<file path="src/eeprom_loader_pkg.sv">
// Summary of operation
// After reset, if an EEPROM is found, fetch subsystem ID and register defaults from it.
// EEPROM is always addressed at seven-bit target address 1010000b.
// EEPROM image must follow the byte layout exactly, every field set deliberately.
// Byte 00h is the function indicator; 00h marks the socket function block.
// Byte 01h is the block byte count; 20h is expected.
// Bytes 02h/03h load command register 04h, functions 0/1; bits 4:3 reserved.
// Byte 0Dh loads only bit 2 of system control byte 0, function 1.
// Presence is a pull-up seen on the serial clock line; load starts only then.
// Data is fetched by doubleword reads, started only by reset, never by software.
// Device is sole bus master, clocking the serial line near 100 kHz.
// Bytes go in ascending order; only mapped bits written, others keep reset values.
package eeprom_loader_pkg;
    localparam int unsigned CLK_HZ = 100_000_000;
    localparam int unsigned SCL_HZ = 100_000;
    localparam int unsigned QUARTER_CYCLES = (CLK_HZ + 4 * SCL_HZ - 1) / (4 * SCL_HZ);
    localparam int unsigned SETTLE_NS = 1000;
    localparam int unsigned SETTLE_CYCLES = (SETTLE_NS * (CLK_HZ / 1_000_000) + 999) / 1000;
    localparam logic [6:0] EE_DEV_ADDR = 7'h50;
    localparam logic [7:0] EE_FUNC_IND = 8'h00;
    localparam logic [7:0] EE_BYTE_CNT = 8'h01;
    localparam logic [7:0] EE_CMD_F0 = 8'h02;
    localparam logic [7:0] EE_CMD_F1 = 8'h03;
    localparam logic [7:0] EE_SUBSYS_FIRST = 8'h04;
    localparam logic [7:0] EE_LEGACY_B0 = 8'h08;
    localparam logic [7:0] EE_LEGACY_LAST = 8'h0b;
    localparam logic [7:0] EE_SYSCTL_F0 = 8'h0c;
    localparam logic [7:0] EE_SYSCTL_F1 = 8'h0d;
    localparam logic [7:0] EE_SYSCTL_B1 = 8'h0e;
    localparam logic [7:0] EE_SYSCTL_B2 = 8'h0f;
    localparam logic [7:0] EE_LAST_MAPPED = 8'h10;
    localparam logic [7:0] EE_LAST_READ = 8'h13;
    localparam logic [7:0] SOCKET_FUNC_VALUE = 8'h00;
    localparam logic [7:0] SOCKET_BYTE_COUNT = 8'h20;
    localparam logic [7:0] CFG_CMD = 8'h04;
    localparam logic [7:0] CFG_SUBSYS_BASE = 8'h40;
    localparam logic [7:0] CFG_SYSCTL_B0 = 8'h80;
    localparam logic [7:0] CFG_SYSCTL_B1 = 8'h81;
    localparam logic [15:0] CMD_MASK = 16'h0167;
    localparam logic [7:0] LEGACY_B0_MASK = 8'hfe;
    localparam logic [7:0] SYSCTL_F0_MASK = 8'h7f;
    localparam logic [7:0] SYSCTL_F1_MASK = 8'h04;

    typedef enum logic [1:0] {func_0, func_1, func_both} func_sel_type;

    typedef struct packed {
        func_sel_type func;
        logic [7:0] addr;
        logic [15:0] data;
        logic [15:0] mask;
    } cfg_write_type;

    function automatic cfg_write_type map_byte(input logic [7:0] off, input logic [7:0] b);
        cfg_write_type w;
        logic [7:0] m;
        w = '{func: func_both, addr: 8'h00, data: 16'h0000, mask: 16'h0000};
        m = 8'hff;
        if (off == EE_CMD_F0 || off == EE_CMD_F1)
        begin
            w.func = (off == EE_CMD_F0) ? func_0 : func_1;
            w.addr = CFG_CMD;
            w.data = {7'h00, b[7], 1'b0, b[6:5], 2'b00, b[2:0]};
            w.mask = CMD_MASK;
        end
        else
        begin
            if (off <= EE_LEGACY_LAST)
            begin
                w.addr = CFG_SUBSYS_BASE + (off - EE_SUBSYS_FIRST);
                if (off == EE_LEGACY_B0)
                    m = LEGACY_B0_MASK;
            end
            else if (off == EE_SYSCTL_F0 || off == EE_SYSCTL_F1)
            begin
                w.addr = CFG_SYSCTL_B0;
                w.func = (off == EE_SYSCTL_F0) ? func_0 : func_1;
                m = (off == EE_SYSCTL_F0) ? SYSCTL_F0_MASK : SYSCTL_F1_MASK;
            end
            else
                w.addr = CFG_SYSCTL_B1 + (off - EE_SYSCTL_B1);
            w.mask = {8'h00, m};
            w.data = {8'h00, (off == EE_SYSCTL_B2) ? 8'h00 : (b & m)};
        end
        return w;
    endfunction : map_byte
endpackage : eeprom_loader_pkg

</file>
<file path="src/eeprom_loader.sv">
`timescale 1ns/1ps
module eeprom_loader
(
    input wire logic i_clock,
    input wire logic i_rst_n,
    input wire logic i_scl,
    input wire logic i_sda,
    output logic o_scl_out,
    output logic o_scl_oe,
    output logic o_sda_out,
    output logic o_sda_oe,
    output eeprom_loader_pkg::cfg_write_type o_write,
    output logic o_write_valid,
    input wire logic i_write_ready,
    output logic o_present,
    output logic o_busy,
    output logic o_done,
    output logic o_error
);
    import eeprom_loader_pkg::*;

    typedef enum {st_settle, st_start, st_byte, st_emit, st_stop, st_done, st_fail} state_type;
    typedef enum {sq_dev_w, sq_word, sq_dev_r, sq_data} seq_type;

    state_type state;
    seq_type seq;
    logic [1:0] scl_sync;
    logic [1:0] sda_sync;
    logic [8:0] div_cnt;
    logic [7:0] settle_cnt;
    logic [1:0] q;
    logic [3:0] bitn;
    logic [7:0] tx_byte;
    logic [7:0] rx_byte;
    logic [7:0] ee_addr;
    logic scl_low;
    logic sda_low;
    logic failed;
    logic present;
    cfg_write_type buf_mem [2];
    logic wr_ptr;
    logic rd_ptr;
    logic [1:0] count;

    ////////////////////////////////////////////////////////////////////////////
    // Pin synchronisers and quarter-bit divider

    always_ff @(posedge i_clock)
    begin
        if (!i_rst_n)
        begin
            scl_sync <= 2'h3;
            sda_sync <= 2'h3;
        end
        else
        begin
            scl_sync <= {scl_sync[0], i_scl};
            sda_sync <= {sda_sync[0], i_sda};
        end
    end

    wire scl_s = scl_sync[1];
    wire sda_s = sda_sync[1];
    wire tick = (div_cnt == 9'(QUARTER_CYCLES - 1));

    always_ff @(posedge i_clock)
    begin
        if (!i_rst_n || tick)
            div_cnt <= 9'h000;
        else
            div_cnt <= div_cnt + 9'h001;
    end

    ////////////////////////////////////////////////////////////////////////////
    // Decoding

    wire is_rx = (seq == sq_data);
    wire last_in_dw = (ee_addr[1:0] == 2'h3);
    wire ack_bit = (bitn == 4'h8);
    wire want_sda_low = is_rx ? (ack_bit && !last_in_dw) : (!ack_bit && !tx_byte[7]);
    wire hdr_bad = (ee_addr == EE_FUNC_IND && rx_byte != SOCKET_FUNC_VALUE)
        || (ee_addr == EE_BYTE_CNT && rx_byte != SOCKET_BYTE_COUNT);
    wire mapped = (ee_addr >= EE_CMD_F0) && (ee_addr <= EE_LAST_MAPPED);
    wire buf_full = (count == 2'h2);
    wire emit_go = (state == st_emit) && (!mapped || failed || hdr_bad || !buf_full);
    wire push = emit_go && mapped && !failed && !hdr_bad;
    wire pop = o_write_valid && i_write_ready;
    wire [7:0] next_ee_addr = ee_addr + 8'h01;
    cfg_write_type mapped_word;
    assign mapped_word = map_byte(ee_addr, rx_byte);

    ////////////////////////////////////////////////////////////////////////////
    // Load sequencer: reset-only start, doubleword random reads

    always_ff @(posedge i_clock)
    begin
        if (!i_rst_n)
        begin
            state <= st_settle;
            seq <= sq_dev_w;
            settle_cnt <= 8'(SETTLE_CYCLES);
            q <= 2'h0;
            bitn <= 4'h0;
            tx_byte <= 8'h00;
            rx_byte <= 8'h00;
            ee_addr <= 8'h00;
            scl_low <= 1'b0;
            sda_low <= 1'b0;
            failed <= 1'b0;
            present <= 1'b0;
        end
        else
        begin
            unique case (state)
                st_settle:
                begin
                    settle_cnt <= settle_cnt - 8'h01;
                    if (settle_cnt == 8'h00)
                    begin
                        present <= scl_s;
                        state <= scl_s ? st_start : st_done;
                        q <= 2'h0;
                    end
                end
                st_start:
                    if (tick)
                    begin
                        q <= q + 2'h1;
                        unique case (q)
                            2'h0: sda_low <= 1'b0;
                            2'h1: scl_low <= 1'b0;
                            2'h2: sda_low <= 1'b1;
                            2'h3:
                            begin
                                scl_low <= 1'b1;
                                bitn <= 4'h0;
                                state <= st_byte;
                                tx_byte <= {EE_DEV_ADDR, seq == sq_dev_r};
                            end
                        endcase
                    end
                st_byte:
                    if (tick)
                    begin
                        q <= q + 2'h1;
                        unique case (q)
                            2'h0: sda_low <= want_sda_low;
                            2'h1: scl_low <= 1'b0;
                            2'h2:
                            begin
                                if (!ack_bit)
                                    rx_byte <= {rx_byte[6:0], sda_s};
                                else if (!is_rx && sda_s)
                                    failed <= 1'b1;
                            end
                            2'h3:
                            begin
                                scl_low <= 1'b1;
                                tx_byte <= {tx_byte[6:0], 1'b0};
                                bitn <= bitn + 4'h1;
                                if (ack_bit)
                                begin
                                    bitn <= 4'h0;
                                    if (!is_rx && failed)
                                        state <= st_stop;
                                    else if (seq == sq_dev_w)
                                    begin
                                        seq <= sq_word;
                                        tx_byte <= ee_addr;
                                    end
                                    else if (seq == sq_word)
                                    begin
                                        seq <= sq_dev_r;
                                        state <= st_start;
                                    end
                                    else if (seq == sq_dev_r)
                                        seq <= sq_data;
                                    else
                                        state <= st_emit;
                                end
                            end
                        endcase
                    end
                st_emit:
                    if (emit_go)
                    begin
                        if (hdr_bad)
                            failed <= 1'b1;
                        ee_addr <= next_ee_addr;
                        q <= 2'h0;
                        if (!last_in_dw)
                            state <= st_byte;
                        else if (ee_addr == EE_LAST_READ || failed || hdr_bad)
                            state <= st_stop;
                        else
                        begin
                            seq <= sq_dev_w;
                            state <= st_start;
                        end
                    end
                st_stop:
                    if (tick)
                    begin
                        q <= q + 2'h1;
                        unique case (q)
                            2'h0: sda_low <= 1'b1;
                            2'h1: scl_low <= 1'b0;
                            2'h2: sda_low <= 1'b0;
                            2'h3: state <= failed ? st_fail : st_done;
                        endcase
                    end
                st_done, st_fail:
                begin
                    scl_low <= 1'b0;
                    sda_low <= 1'b0;
                end
            endcase
        end
    end

    ////////////////////////////////////////////////////////////////////////////
    // Two-entry write buffer

    always_ff @(posedge i_clock)
    begin
        if (!i_rst_n)
        begin
            wr_ptr <= 1'b0;
            rd_ptr <= 1'b0;
            count <= 2'h0;
            buf_mem[0] <= '0;
            buf_mem[1] <= '0;
        end
        else
        begin
            if (push)
            begin
                buf_mem[wr_ptr] <= mapped_word;
                wr_ptr <= !wr_ptr;
            end
            if (pop)
                rd_ptr <= !rd_ptr;
            count <= count + 2'(push) - 2'(pop);
        end
    end

    assign o_write = buf_mem[rd_ptr];
    assign o_write_valid = (count != 2'h0);
    assign o_scl_out = 1'b0;
    assign o_scl_oe = scl_low;
    assign o_sda_out = 1'b0;
    assign o_sda_oe = sda_low;
    assign o_present = present;
    assign o_busy = (state != st_done) && (state != st_fail);
    assign o_done = (state == st_done) && (count == 2'h0);
    assign o_error = (state == st_fail);
endmodule : eeprom_loader

</file>
<file path="config.mk">
export PLATFORM = sky130hd
export DESIGN_NAME = eeprom_loader
export DESIGN_NICKNAME = d
export VERILOG_FILES = /design/src/eeprom_loader_pkg.sv /design/src/eeprom_loader.sv
export SDC_FILE = /design/constraint.sdc
export NUM_CORES = 1
export LEC_CHECK = 0
export BUFFER_PORTS_ARGS = -buffer_cell sky130_fd_sc_hd__buf_2
export CAP_MARGIN = 30
export CORE_MARGIN = 10
export CORE_UTILIZATION = 60
export DETAILED_ROUTE_END_ITERATION = 6
export PLACE_DENSITY = 0.8
export SLEW_MARGIN = 0
export SYNTH_ARGS = -nofsm -noshare
export SYNTH_HDL_FRONTEND = slang
export SYNTH_SLANG_ARGS = --single-unit
</file>
<file path="constraint.sdc">
create_clock -name i_clock -period 3.36 [get_ports i_clock]
set_input_delay 0 -clock i_clock [delete_from_list [all_inputs] [get_ports i_clock]]
set_output_delay 0 -clock i_clock [all_outputs]
set_load 0.005 [all_outputs]
</file>
# Yosys cells after proc, flatten, opt, wreduce, memory -nomap -nowiden
# Memories as Yosys holds them, arrays and structs flattened. A register that Yosys moved wholly into a read port is not among the register bits.
# Cells that the tools add are included.
[totals]
mem_bits_ro = 0
ram_bits = 84
latch_bits = 0
memories = 1
reg_bits = 123
input_bits = 5
[classes]
n_bitwise = 2
n_div = 0
mux = 89
shift = 0
n_reduce_logical = 62
eq_ne = 55
magnitude_cmp = 3
multipliers = 0
n_addsub = 11
[memory_table]
columns = ["name", "words", "word_bits", "rd", "rd_ports_with_merged_regs", "wr", "line", "source"]
rows = [
  ["buf_mem", 2, 42, 1, 1, 2, "eeprom_loader.sv:40", "cfg_write_type buf_mem [2];"],
]
[ops]
columns = ["op", "count"]
rows = [
  ["$mux W32", 23],
  ["$eq A32 B3 Y1 const B", 6],
  ["$pmux W32 S5", 1],
  ["$mux W8", 13],
  ["$eq A32 B2 Y1 const B", 3],
  ["$mux W42", 2],
  ["$eq A32 B4 Y1 const B", 2],
  ["$logic_not A32 Y1", 2],
  ["$ne A32 B4 Y1 const B", 2],
  ["$pmux W32 S2", 1],
  ["$reduce_or A42 Y1", 1],
  ["$eq A32 B1 Y1 const B", 1],
  ["$eq A8 B4 Y1 const B", 4],
  ["$ne A2 B2 Y1 const B", 15],
  ["$mux W1", 25],
  ["$mux W4", 5],
  ["$eq A8 B2 Y1 const B", 2],
  ["$logic_not A8 Y1", 2],
  ["$pmux W8 S2", 1],
  ["$logic_and A1 B1 Y1", 14],
  ["$reduce_and A7 Y1", 2],
  ["$mux W2", 6],
  ["$reduce_and A12 Y1", 1],
  ["$logic_not A1 Y1", 11],
  ["other kinds (47)", 77],
]

# Longest topological paths before layout
# Gate-level depths: netlist of the first run.
[depth]
word_depth = 15
ltp_mapped = 12
ltp_nobuf = 11

# Least setup slack after synthesis of the first run
# No wires, ideal clock.
[synth_timing]
kind = "reg-to-reg"
startpoint = "register ee_addr[0]"
endpoint = "memory buf_mem[1][0] (netlist bit), enable pin"
t_required_ps = 2980
setup_time_ps = 380
path_buffers = 2
slack_ps = 248
synth_period_minus_slack_ps = 3112
arrival_ps = 2732
stages_incl_launch_ff = 10
cell_sequence = "dfxtp_1 -> clkbuf_1 -> inv_1 -> ha_1 -> mux2i_1 -> nand3_1 -> a2111oi_2 -> nand2_1 -> clkbuf_1 -> nand2_1"
[synth_lines]
columns = ["element", "line", "source"]
rows = [
  ["start: declaration", "eeprom_loader.sv:35", "logic [7:0] ee_addr;"],
  ["start signal: assignment", "eeprom_loader.sv:189", "ee_addr <= next_ee_addr;"],
  ["end: declaration", "eeprom_loader.sv:40", ""],
]

==> summary.md, run 1 <==
| Metric | Value |
|---|---|
| Synth Flop Type | `dfxtp_1` |
| Count leader, synth | `nor2_1` |
| Total of max-cap violations | `0` |
| CP delay by family, top | `simple AND/OR/NAND/NOR gates` |
| Post-CTS Setup Bufs | `0` |
| FF+latch count, synth | `113` |
| Max Slew Vio Count | `0` |
| Gr usage total | `0.193` |
| Outcome | `finished, final reports clean` |
| First-pass GRT wire length | `23.3 mm` |
| Setup TNS | `0 ns` |
| Final Hold Viols | `0` |
| Final setup violation count | `0` |
| Congestion Overflow GR | `0` |
| Crit path required time | `3.70 ns` |
| RSZ-0062 raised after global routing | `false` |
| CP Capture Type | `flop` |
| TritonCTS buffer count | `17` |
| Vias in the first global route | `4,890` |
| Worst skew pair latency | `0.52 ns` |
| Kind of critical path | `flop to flop` |
| WL per Instance | `16.8 um` |
| Lkg Pwr | `2.81 nW` |
| Hold crit path type | `flop to flop` |
| Syn-to-layout area delta | `15.6%` |
| Cts hold-fix bufs | `6` |
| Global placement routability congestion | `0.909` |
| TritonCTS clock tree | `done` |
| Vias | `4,832` |
| Final WL | `13.9 mm` |
| Final worst slack | `0.348 ns` |
| First-pass DRT Iterations | `5` |
| Syn_area_per_cell | `9.42 um2` |
| Buffers plus inverters on the worst setup path | `1` |
| Async SR Flop Fraction | `0` |
| Area of the core | `0.00982 mm2` |
| EDFF count, synth | `46` |
| CP cell instances | `inv_1 -> ha_1 -> mux2i_1 -> nand3_1 -> a2111oi_2 -> nand2b_1 -> nor3b_1` |
| Cell Area, Placed | `0.00630 mm2` |
| Slew at the pin with the worst max-slew slack | `0.721 ns` |
| Clk sinks | `113` |
| Unique masters post-synth | `65` |
| Synth area leaders | `edfxtp_1, dfxtp_1, mux2_2, nor2_1, ha_1` |
| Hold WS | `0.412 ns` |
| YS warnings | `0` |
| Post-cts sizing count | `0` |
| Post-layout min period | `3.01 ns` |
| Input/output buffers | `39` |
| Final core occ | `0.713` |
| Clk buf depth | `2` |
| Cell Pwr Density | `547 mW/mm2` |
| Most frequent cells after synthesis | `nor2_1, dfxtp_1, edfxtp_1` |
| Sequential fraction of the synthesis area | `0.450` |
| CP arrival | `3.35 ns` |
| Slew HR | `0.519` |
| Fmax | `0.332 GHz` |
| Slowest library cell on the worst path | `a2111oi_2` |
| Fin area | `0.00700 mm2` |
| H-tree lvl count | `4` |
| Startpoint Class | `flop` |
| Ratio of cells with drive above 1 in the final layout | `0.176` |
| Largest net degree at the start of global routing | `42` |
| Top Ports | `56` |
| Synth area leader | `edfxtp_1` |
| Mapped Cells | `643` |
| Cell Rows | `36` |
| Worst vdd ir | `0.343 mV` |
| Die height | `120 um` |
| Critical path peak fanout | `18` |
| Antenna-violating nets left | `0` |
| Total Die Area | `0.0145 mm2` |
| Post-route clock period utilization | `0.897` |
| Worst-path clk slew | `0.06 ns` |
| Place WS | `0.442 ns` |
| Vias per cell | `5.85` |
| Slowest Stage Delay on Critical Path | `0.57 ns` |
| Die Width | `120 um` |
| ANT cells | `0` |
| # nets final | `705` |
| Starting DRT DRC Count | `327` |
| CTS root buffer | `clkbuf_8` |
| Synth top area share | `0.228` |
| Starting density of the core | `0.617` |
| Antenna violations before repair | `0` |
| Cell Area, Synth | `0.00605 mm2` |
| DRC | `0` |
| Post-route clock skew | `0.00784 ns` |
| Detail Placement HPWL | `9.44 mm` |
-- registers in the layout, summed over array words and instances, names as in the netlist, 3 cells and up, named ones only --
signal / count
bitn: 4
buf_mem: 48
div_cnt: 9
ee_addr: 8
rx_byte: 8
settle_cnt: 8
state: 3
tx_byte: 8
-- report_power, final --
part           switching [W]  leakage (nW)  internal [W]  total (W)
combinational       0.000164          1.48      0.000192   0.000355
clock               0.000716         0.313       0.00123    0.00195
sequential         0.0000451          1.02       0.00148    0.00152
-- per-layer routing --
layer,share of wire,GRT usage,vias to the layer above
li1,-,-,2350
met1,0.41,0.215,2296
met2,0.52,0.346,173
met3,0.059,0.0549,13
met4,0.010,0.0656,0
met5,0,0,-
-- layout make-up --
| class | instances | area [um2] |
|---|---|---|
| flip-flops and latches | 113 | 2720 |
| multi-input cells | 469 | 3020 |
| clock buffers | 17 | 414 |
| repair buffers | 59 | 380 |
| well taps | 133 | 166 |
| clock inverters | 15 | 221 |
| fillers | 732 | 2820 |
| inverters | 20 | 75.1 |
-- stage by stage --
step	total power, W	std cells
2_1_floorplan	0.00179	658
3_3_place_gp	0.00187	787
3_5_place_dp	0.00190	788
4_1_cts	0.00385	826
5_1_grt	0.00396	826
6_report	0.00383	826
-- cell usage in the layout, fill, tap and decap left out, drive strengths merged, types with 5 or more instances in the layout --
cell type     n
nand2b       11
nor2         73
nor4          9
o21ai        41
and3         10
and2         13
xnor2        11
nor3b         8
ha           20
nor2b         8
mux2         25
a31oi         7
nor3         11
a21oi        27
nand3        20
dfxtp        67
xor2         12
nand3b        5
a211oi        5
conb         16
inv          27
buf          53
clkbuf       17
nand2        44
mux2i        21
or4           5
edfxtp       46
nand4         8
dlygate4sd3   6
-- logic make-up after synthesis --
family | Yosys count | share of synthesized area
fa+ha+maj | 20 | 0.0413
mux | 46 | 0.0812
buf+inv | 76 | 0.0612
simple gates | 243 | 0.206
other cells | 1 | 0.000619
xor+xnor | 23 | 0.0333
compound gates | 121 | 0.127
flops | 113 | 0.450
-- final timing paths --
| path | start | endpoint | slack [ns] | cells after the start |
|---|---|---|---|---|
| max reg2reg | ee_addr[0]$_SDFFE_PN0P_ | buf_mem[0][36]$_DFFE_PP_ | 0.35 | 7 |
| min reg2reg | sda_sync[0]$_SDFF_PN1_ | sda_sync[1]$_SDFF_PN1_ | 0.41 | 1 |
| min | sda_sync[0]$_SDFF_PN1_ | sda_sync[1]$_SDFF_PN1_ | 0.41 | 1 |
| max | ee_addr[0]$_SDFFE_PN0P_ | buf_mem[0][36]$_DFFE_PP_ | 0.35 | 7 |
Note: power is estimated with default switching activity, not from simulation.
==> run 2, diff against run 1 <==
CORE_UTILIZATION = 40   (was 60)
PLACE_DENSITY = unset   (was 0.8)
clock period = 3.15 ns   (was 3.36 ns; I/O delays follow)
==> run 2 against run 1 <==
Net effect:
- clock skew is 0.0016 ns lower
- non-clock buffer count shrank 1
- final cell count grew 6.1%
- fmax grew 9.7%
- die area increased by 41%
- first-iteration DRC count decreased by 31%
- hold slack got worse by 0.39 ns
- sequential power up 7%
- combinational power rose by 9.3%
==> summary.md, run 2 (same netlist as run 1, synthesis figures left out) <==
| Metric | Value |
|---|---|
| Outcome | `finished, final reports clean` |
| Input/output buffers | `39 (unchanged)` |
| ANT cells | `0 (unchanged)` |
| Vias in the first global route | `4,691 (-4.1%)` |
| Post-layout min period | `2.75 ns (-0.266 ns)` |
| Starting density of the core | `0.412 (-0.205)` |
| Detail Placement HPWL | `10.1 mm (+6.5%)` |
| Sequential power share | `0.392 (-0.006)` |
| Vias per cell | `5.44 (-7.0%)` |
| Critical Path Source | `ee_addr[0]$_SDFFE_PN0P_` |
| Slew HR | `0.516 (-0.00362)` |
| Area of the core | `0.0147 mm2 (+50%)` |
| Gr usage total | `0.145 (-0.0488)` |
| Sequential Area | `0.00272 mm2 (unchanged)` |
| Worst vdd ir | `0.526 mV (+53%)` |
| Starting DRT DRC Count | `224 (-31%)` |
| Filler cells | `1,360 (+86%)` |
| Footprint of the multi-input gates | `0.00302 mm2 (unchanged)` |
| Worst Setup EP | `buf_mem[1][37]$_DFFE_PP_` |
| Syn-to-layout area delta | `16.6%` |
| Max Slew Vio Count | `0 (unchanged)` |
| CP Capture Type | `flop` |
| Fmax | `0.364 GHz (+9.7%)` |
| RR Startpoint | `ee_addr[0]$_SDFFE_PN0P_` |
| Cell Area, Placed | `0.00639 mm2 (+1.4%)` |
| Worst reg2reg path depth | `8 (+1)` |
| TritonCTS clock tree | `done` |
| Post-route clock skew | `0.00622 ns (-0.00162 ns)` |
| Global placement routability congestion | `0.856 (-5.9%)` |
| Congestion Overflow GR | `0 (unchanged)` |
| Antenna violations before repair | `0 (unchanged)` |
| Worst-path clk slew | `0.05 ns (about the same)` |
| Lkg Pwr | `2.82 nW (+0.17%)` |
| Int Pwr | `0.00325 W (+12%)` |
| Worst skew pair latency | `0.42 ns (-0.10 ns)` |
| Largest net degree at the start of global routing | `42 (unchanged)` |
| DRC | `0 (unchanged)` |
| Top Ports | `56 (unchanged)` |
| Startpoint Class | `flop` |
| RSZ-0062 raised after global routing | `false` |
| Crit path required time | `3.24 ns (-0.46 ns)` |
| Antenna-violating nets left | `0 (unchanged)` |
| NetSw | `0.000888 W (-3.9%)` |
| Post-route clock period utilization | `0.872 (-0.0246)` |
| First-pass GRT wire length | `23.8 mm (+1.8%)` |
| Number of flip-flops in the largest register | `48 (unchanged)` |
| Most common cell after layout, fill and taps aside | `nor2_1` |
| Total of max-cap violations | `0 (unchanged)` |
| Clk buf depth | `2 (unchanged)` |
| Reg-to-reg endpoint | `buf_mem[1][37]$_DFFE_PP_` |
| Die height | `143 um (+19%)` |
| Hold path startpoint | `i_write_ready` |
| Ratio of cells with drive above 1 in the final layout | `0.175 (-0.00119)` |
| Hold crit path type | `input pin to flop` |
| Final WL | `14.5 mm (+4.5%)` |
| Die Width | `143 um (+19%)` |
| Clock share of power | `0.514 (+0.005)` |
| Slew at the pin with the worst max-slew slack | `0.721 ns (-0.000112 ns)` |
| Post-cts sizing count | `0 (unchanged)` |
| Fin area | `0.00706 mm2 (+0.84%)` |
| Place WS | `0.436 ns (-0.00547 ns)` |
| Post-CTS Setup Bufs | `0 (unchanged)` |
| # nets final | `704 (-0.14%)` |
| Final worst slack | `0.403 ns (+0.0559 ns)` |
| Final setup violation count | `0 (unchanged)` |
| CTS root buffer | `clkbuf_16` |
| Top flop regs | `buf_mem: 48 flops, div_cnt: 9 flops` |
| First-pass DRT Iterations | `5 (unchanged)` |
| Total Die Area | `0.0205 mm2 (+41%)` |
| Final Hold Viols | `0 (unchanged)` |
| Register-to-Register Setup Slack | `0.40 ns (+0.06 ns)` |
| Clk sinks | `113 (unchanged)` |
| Kind of critical path | `flop to flop` |
| Combinational power share | `0.094 (about the same)` |
| Most frequent cells in the layout | `nor2_1, dfxtp_1, edfxtp_1` |
| H-tree lvl count | `4 (unchanged)` |
| Biggest register | `buf_mem` |
| CP arrival | `2.83 ns (-0.52 ns)` |
| Cell Rows | `44 (+22%)` |
| WL per Instance | `16.6 um (-1.5%)` |
| Cell Pwr Density | `586 mW/mm2 (+7.2%)` |
| Switching share of power | `0.215 (-0.0269)` |
| TritonCTS buffer count | `17 (unchanged)` |
| Vias | `4,764 (-1.4%)` |
| Critical path peak fanout | `23 (+5)` |
| Setup TNS | `0 ns (unchanged)` |
==> run 2: cell types whose count changed in the layout (fill, tap and decap cells not counted), moves of 3 or more <==
cell,change
inv_6,-6
dlygate4sd3_1,-4
clkinv_4,-3
buf_4,+3
clkinv_2,+4
==> run 2: what timing repair did <==
action                     4_1_cts  5_1_grt
hold buffers                     2        0
hold endpoints to repair         2        0
setup endpoints to repair        0        0
==> run 2: area by class of cell <==
cell class / instances / share of cell area
clock inverter: 13 / 0.0305
timing repair buffer: 58 / 0.0514
multi-input combinational: 469 / 0.428
tap: 184 / 0.0326
inverter: 20 / 0.0106
sequential: 113 / 0.386
clock buffer: 19 / 0.0613
==> run 2: worst min path at each step <==
stage                                       endpoint  depth (start not counted)
after floorplan               sda_sync[1]$_SDFF_PN1_                          1
after global placement        scl_sync[0]$_SDFF_PN1_                          2
after detailed placement      scl_sync[0]$_SDFF_PN1_                          2
after CTS                        rd_ptr$_SDFFE_PN0P_                          4
after global routing      settle_cnt[6]$_SDFFE_PN1N_                          3
final                            rd_ptr$_SDFFE_PN0P_                          4
==> run 2: through the flow <==
stage,utilization,hold WS [ns],power [W],std cells
after CTS,0.480,0.0123,0.00417,876
after detailed placement,0.435,0.185,0.00204,842
after floorplan,-,0.0730,0.00191,658
after global routing,0.480,0.0483,0.00430,876
final,0.480,0.0203,0.00414,876
after global placement,0.433,0.184,0.00201,841
==> run 2: power groups by stage <==
stage               Combinational, W  Sequential [W]  Clock [W]
global placement            0.000330         0.00168          0
CTS                         0.000399         0.00162    0.00215
finish                      0.000388         0.00162    0.00213
global route                0.000433         0.00163    0.00224
detailed placement          0.000391         0.00165          0
floorplan                   0.000279         0.00163          0
==> run 2: per-layer routing <==
| layer | GRT usage | up-vias | wire (um) |
|---|---|---|---|
| li1 | - | 2337 | - |
| met1 | 0.178 | 2310 | 6650 |
| met2 | 0.235 | 100 | 6980 |
| met3 | 0.0474 | 17 | 682 |
| met4 | 0.0456 | 0 | 190 |
| met5 | 0 | - | 0 |
==> run 2: critical path, cell delays in order, from the launching register on <==
cell,delay (ns)
dfxtp_1,0.59
inv_1,0.20
ha_1,0.30
mux2i_1,0.20
nand3_1,0.16
a2111oi_2,0.45
nand2_1,0.11
nand2_1,0.08
buf_4,0.30
==> run 3, diff against run 2 <==
CORE_ASPECT_RATIO = 0.75   (was unset)
SETUP_SLACK_MARGIN = 0.2   (was unset)
==> run 3 against run 2 <==
Net effect:
- clock skew increased by 0.0036 ns
- critical path depth did not move
- non-clock buffer count rose by 1
- via count up 0.71%
- routed wire length increased by 0.99%
- hold slack got worse by 0.0016 ns
- die area increased by 0.25%
- critical path type unchanged
- critical endpoint is now buf_mem[1][38]$_DFFE_PP_
- largest cell class unchanged
==> summary.md, run 3 (same netlist as run 1, synthesis figures left out) <==
| Metric | Value |
|---|---|
| Outcome | `finished, final reports clean` |
| Slew at the pin with the worst max-slew slack | `0.760 ns (+0.0385 ns)` |
| TritonCTS clock tree | `done` |
| Hold crit path type | `input pin to flop` |
| Number of flip-flops in the largest register | `48 (unchanged)` |
| Sequential Area | `0.00272 mm2 (unchanged)` |
| Fmax | `0.375 GHz (+3.0%)` |
| Cell Rows | `38 (-14%)` |
| Starting DRT DRC Count | `492 (+120%)` |
| Biggest register | `buf_mem` |
| Final WL | `14.7 mm (+0.99%)` |
| ANT cells | `0 (unchanged)` |
| Gr usage total | `0.144 (-0.000215)` |
| Ratio of cells with drive above 1 in the final layout | `0.176 (+0.00119)` |
| Startpoint Class | `flop` |
| Top flop regs | `buf_mem: 48 flops, div_cnt: 9 flops` |
| Kind of critical path | `flop to flop` |
| WL per Instance | `16.4 um (-0.94%)` |
| Total of max-cap violations | `0 (unchanged)` |
| Cell Area, Placed | `0.00643 mm2 (+0.67%)` |
| First-pass DRT Iterations | `5 (unchanged)` |
| Die Width | `162 um (+13%)` |
| Lkg Pwr | `2.78 nW (-1.3%)` |
| Input/output buffers | `39 (unchanged)` |
| Post-route clock period utilization | `0.846 (-0.0258)` |
| Post-layout min period | `2.67 ns (-0.0811 ns)` |
| Fin area | `0.00701 mm2 (-0.71%)` |
| Antenna violations before repair | `0 (unchanged)` |
| Congestion Overflow GR | `0 (unchanged)` |
| Final Hold Viols | `0 (unchanged)` |
| Area of the core | `0.0146 mm2 (-0.37%)` |
| First-pass GRT wire length | `24.1 mm (+1.2%)` |
| Total Die Area | `0.0205 mm2 (+0.25%)` |
| Crit path required time | `3.26 ns (+0.02 ns)` |
| Die height | `127 um (-12%)` |
| Slew HR | `0.490 (-0.0258)` |
| Most frequent cells in the layout | `nor2_1, dfxtp_1, edfxtp_1` |
| TritonCTS buffer count | `17 (unchanged)` |
| Most common cell after layout, fill and taps aside | `nor2_1` |
| Clk buf depth | `2 (unchanged)` |
| CP arrival | `2.78 ns (-0.05 ns)` |
| Cell Pwr Density | `534 mW/mm2 (-8.9%)` |
| Max Slew Vio Count | `0 (unchanged)` |
| Vias | `4,798 (+0.71%)` |
| RSZ-0062 raised after global routing | `false` |
| Vias in the first global route | `4,646 (-0.96%)` |
| Final core occ | `0.478 (-0.00161)` |
| DRC | `0 (unchanged)` |
| Post-route clock skew | `0.00987 ns (+0.00365 ns)` |
| Worst skew pair latency | `0.41 ns (about the same)` |
| Clk sinks | `113 (unchanged)` |
| Setup TNS | `0 ns (unchanged)` |
| Worst vdd ir | `0.239 mV (-55%)` |
| Antenna-violating nets left | `0 (unchanged)` |
| # nets final | `705 (+0.14%)` |
| Worst-path clk slew | `0.05 ns (about the same)` |
| CTS root buffer | `clkbuf_16` |
| Footprint of the multi-input gates | `0.00303 mm2 (+0.54%)` |
| Final setup violation count | `0 (unchanged)` |
| Global placement routability congestion | `0.884 (+3.2%)` |
| Detail Placement HPWL | `10.5 mm (+4.6%)` |
| Top Ports | `56 (unchanged)` |
| Filler cells | `1,391 (+2.3%)` |
| Syn-to-layout area delta | `15.7%` |
| Vias per cell | `5.37 (-1.2%)` |
| Largest net degree at the start of global routing | `42 (unchanged)` |
| Critical path peak fanout | `15 (-35%)` |
| Starting density of the core | `0.413 (+0.00155)` |
| CP Capture Type | `flop` |
| Hold WS | `0.0187 ns (-0.00161 ns)` |
| H-tree lvl count | `4 (unchanged)` |
-- run 3: layer usage --
layer  up-vias  GRT usage  wire, um
li1       2340          -         -
met1      2304      0.199      7100
met2       140      0.213      6560
met3        14     0.0423       833
met4         0     0.0454       160
met5         -          0         0
-- run 3: layout make-up --
| type | count | area share |
|---|---|---|
| inverters | 20 | 0.0107 |
| clock inverters | 5 | 0.00411 |
| multi-input cells | 469 | 0.433 |
| clock buffers | 27 | 0.0732 |
| repair buffers | 59 | 0.0546 |
| flip-flops and latches | 113 | 0.389 |
| well taps | 200 | 0.0357 |
-- run 3: power breakdown --
part           internal, W  leakage, nW  switching, W  total, W
sequential         0.00158         1.02     0.0000425   0.00162
combinational     0.000204         1.49      0.000188  0.000392
clock              0.00110        0.271      0.000627   0.00173
total              0.00288         2.78      0.000858   0.00374
-- run 3: what timing repair did --
item                                    in CTS  in global routing
endpoints found under the setup margin       0                 18
hold buffers                                 2                  0
endpoints found under the hold margin        2                  0
setup buffers                                0                  0
resized for setup                            0                  2
-- run 3: worst paths after layout --
path         slack, ns                       end  depth (start not counted)               startpoint
max reg2reg       0.48  buf_mem[1][38]$_DFFE_PP_                          8  ee_addr[2]$_SDFFE_PN0P_
max               0.48  buf_mem[1][38]$_DFFE_PP_                          8  ee_addr[2]$_SDFFE_PN0P_
min reg2reg       0.41    scl_sync[1]$_SDFF_PN1_                          1   scl_sync[0]$_SDFF_PN1_
min               0.02       rd_ptr$_SDFFE_PN0P_                          4            i_write_ready
-- run 3: worst max-delay path: stages (launching register included) --
cell       delay, ns
dfxtp_1         0.38
inv_1           0.20
ha_1            0.31
o21ai_0         0.20
a21o_1          0.25
a2111oi_4       0.45
nand2_1         0.15
nand2_2         0.23
buf_12          0.19
-- run 3: per-stage QoR --
| stage | setup WS (ns) | total power (W) | cells |
|---|---|---|---|
| 2_1_floorplan | 0.257 | 0.00191 | 658 |
| 3_5_place_dp | 0.410 | 0.00205 | 859 |
| 5_1_grt | 0.220 | 0.00390 | 893 |
| 3_3_place_gp | 0.492 | 0.00201 | 858 |
| 6_report | 0.485 | 0.00374 | 893 |
| 4_1_cts | 0.379 | 0.00379 | 893 |
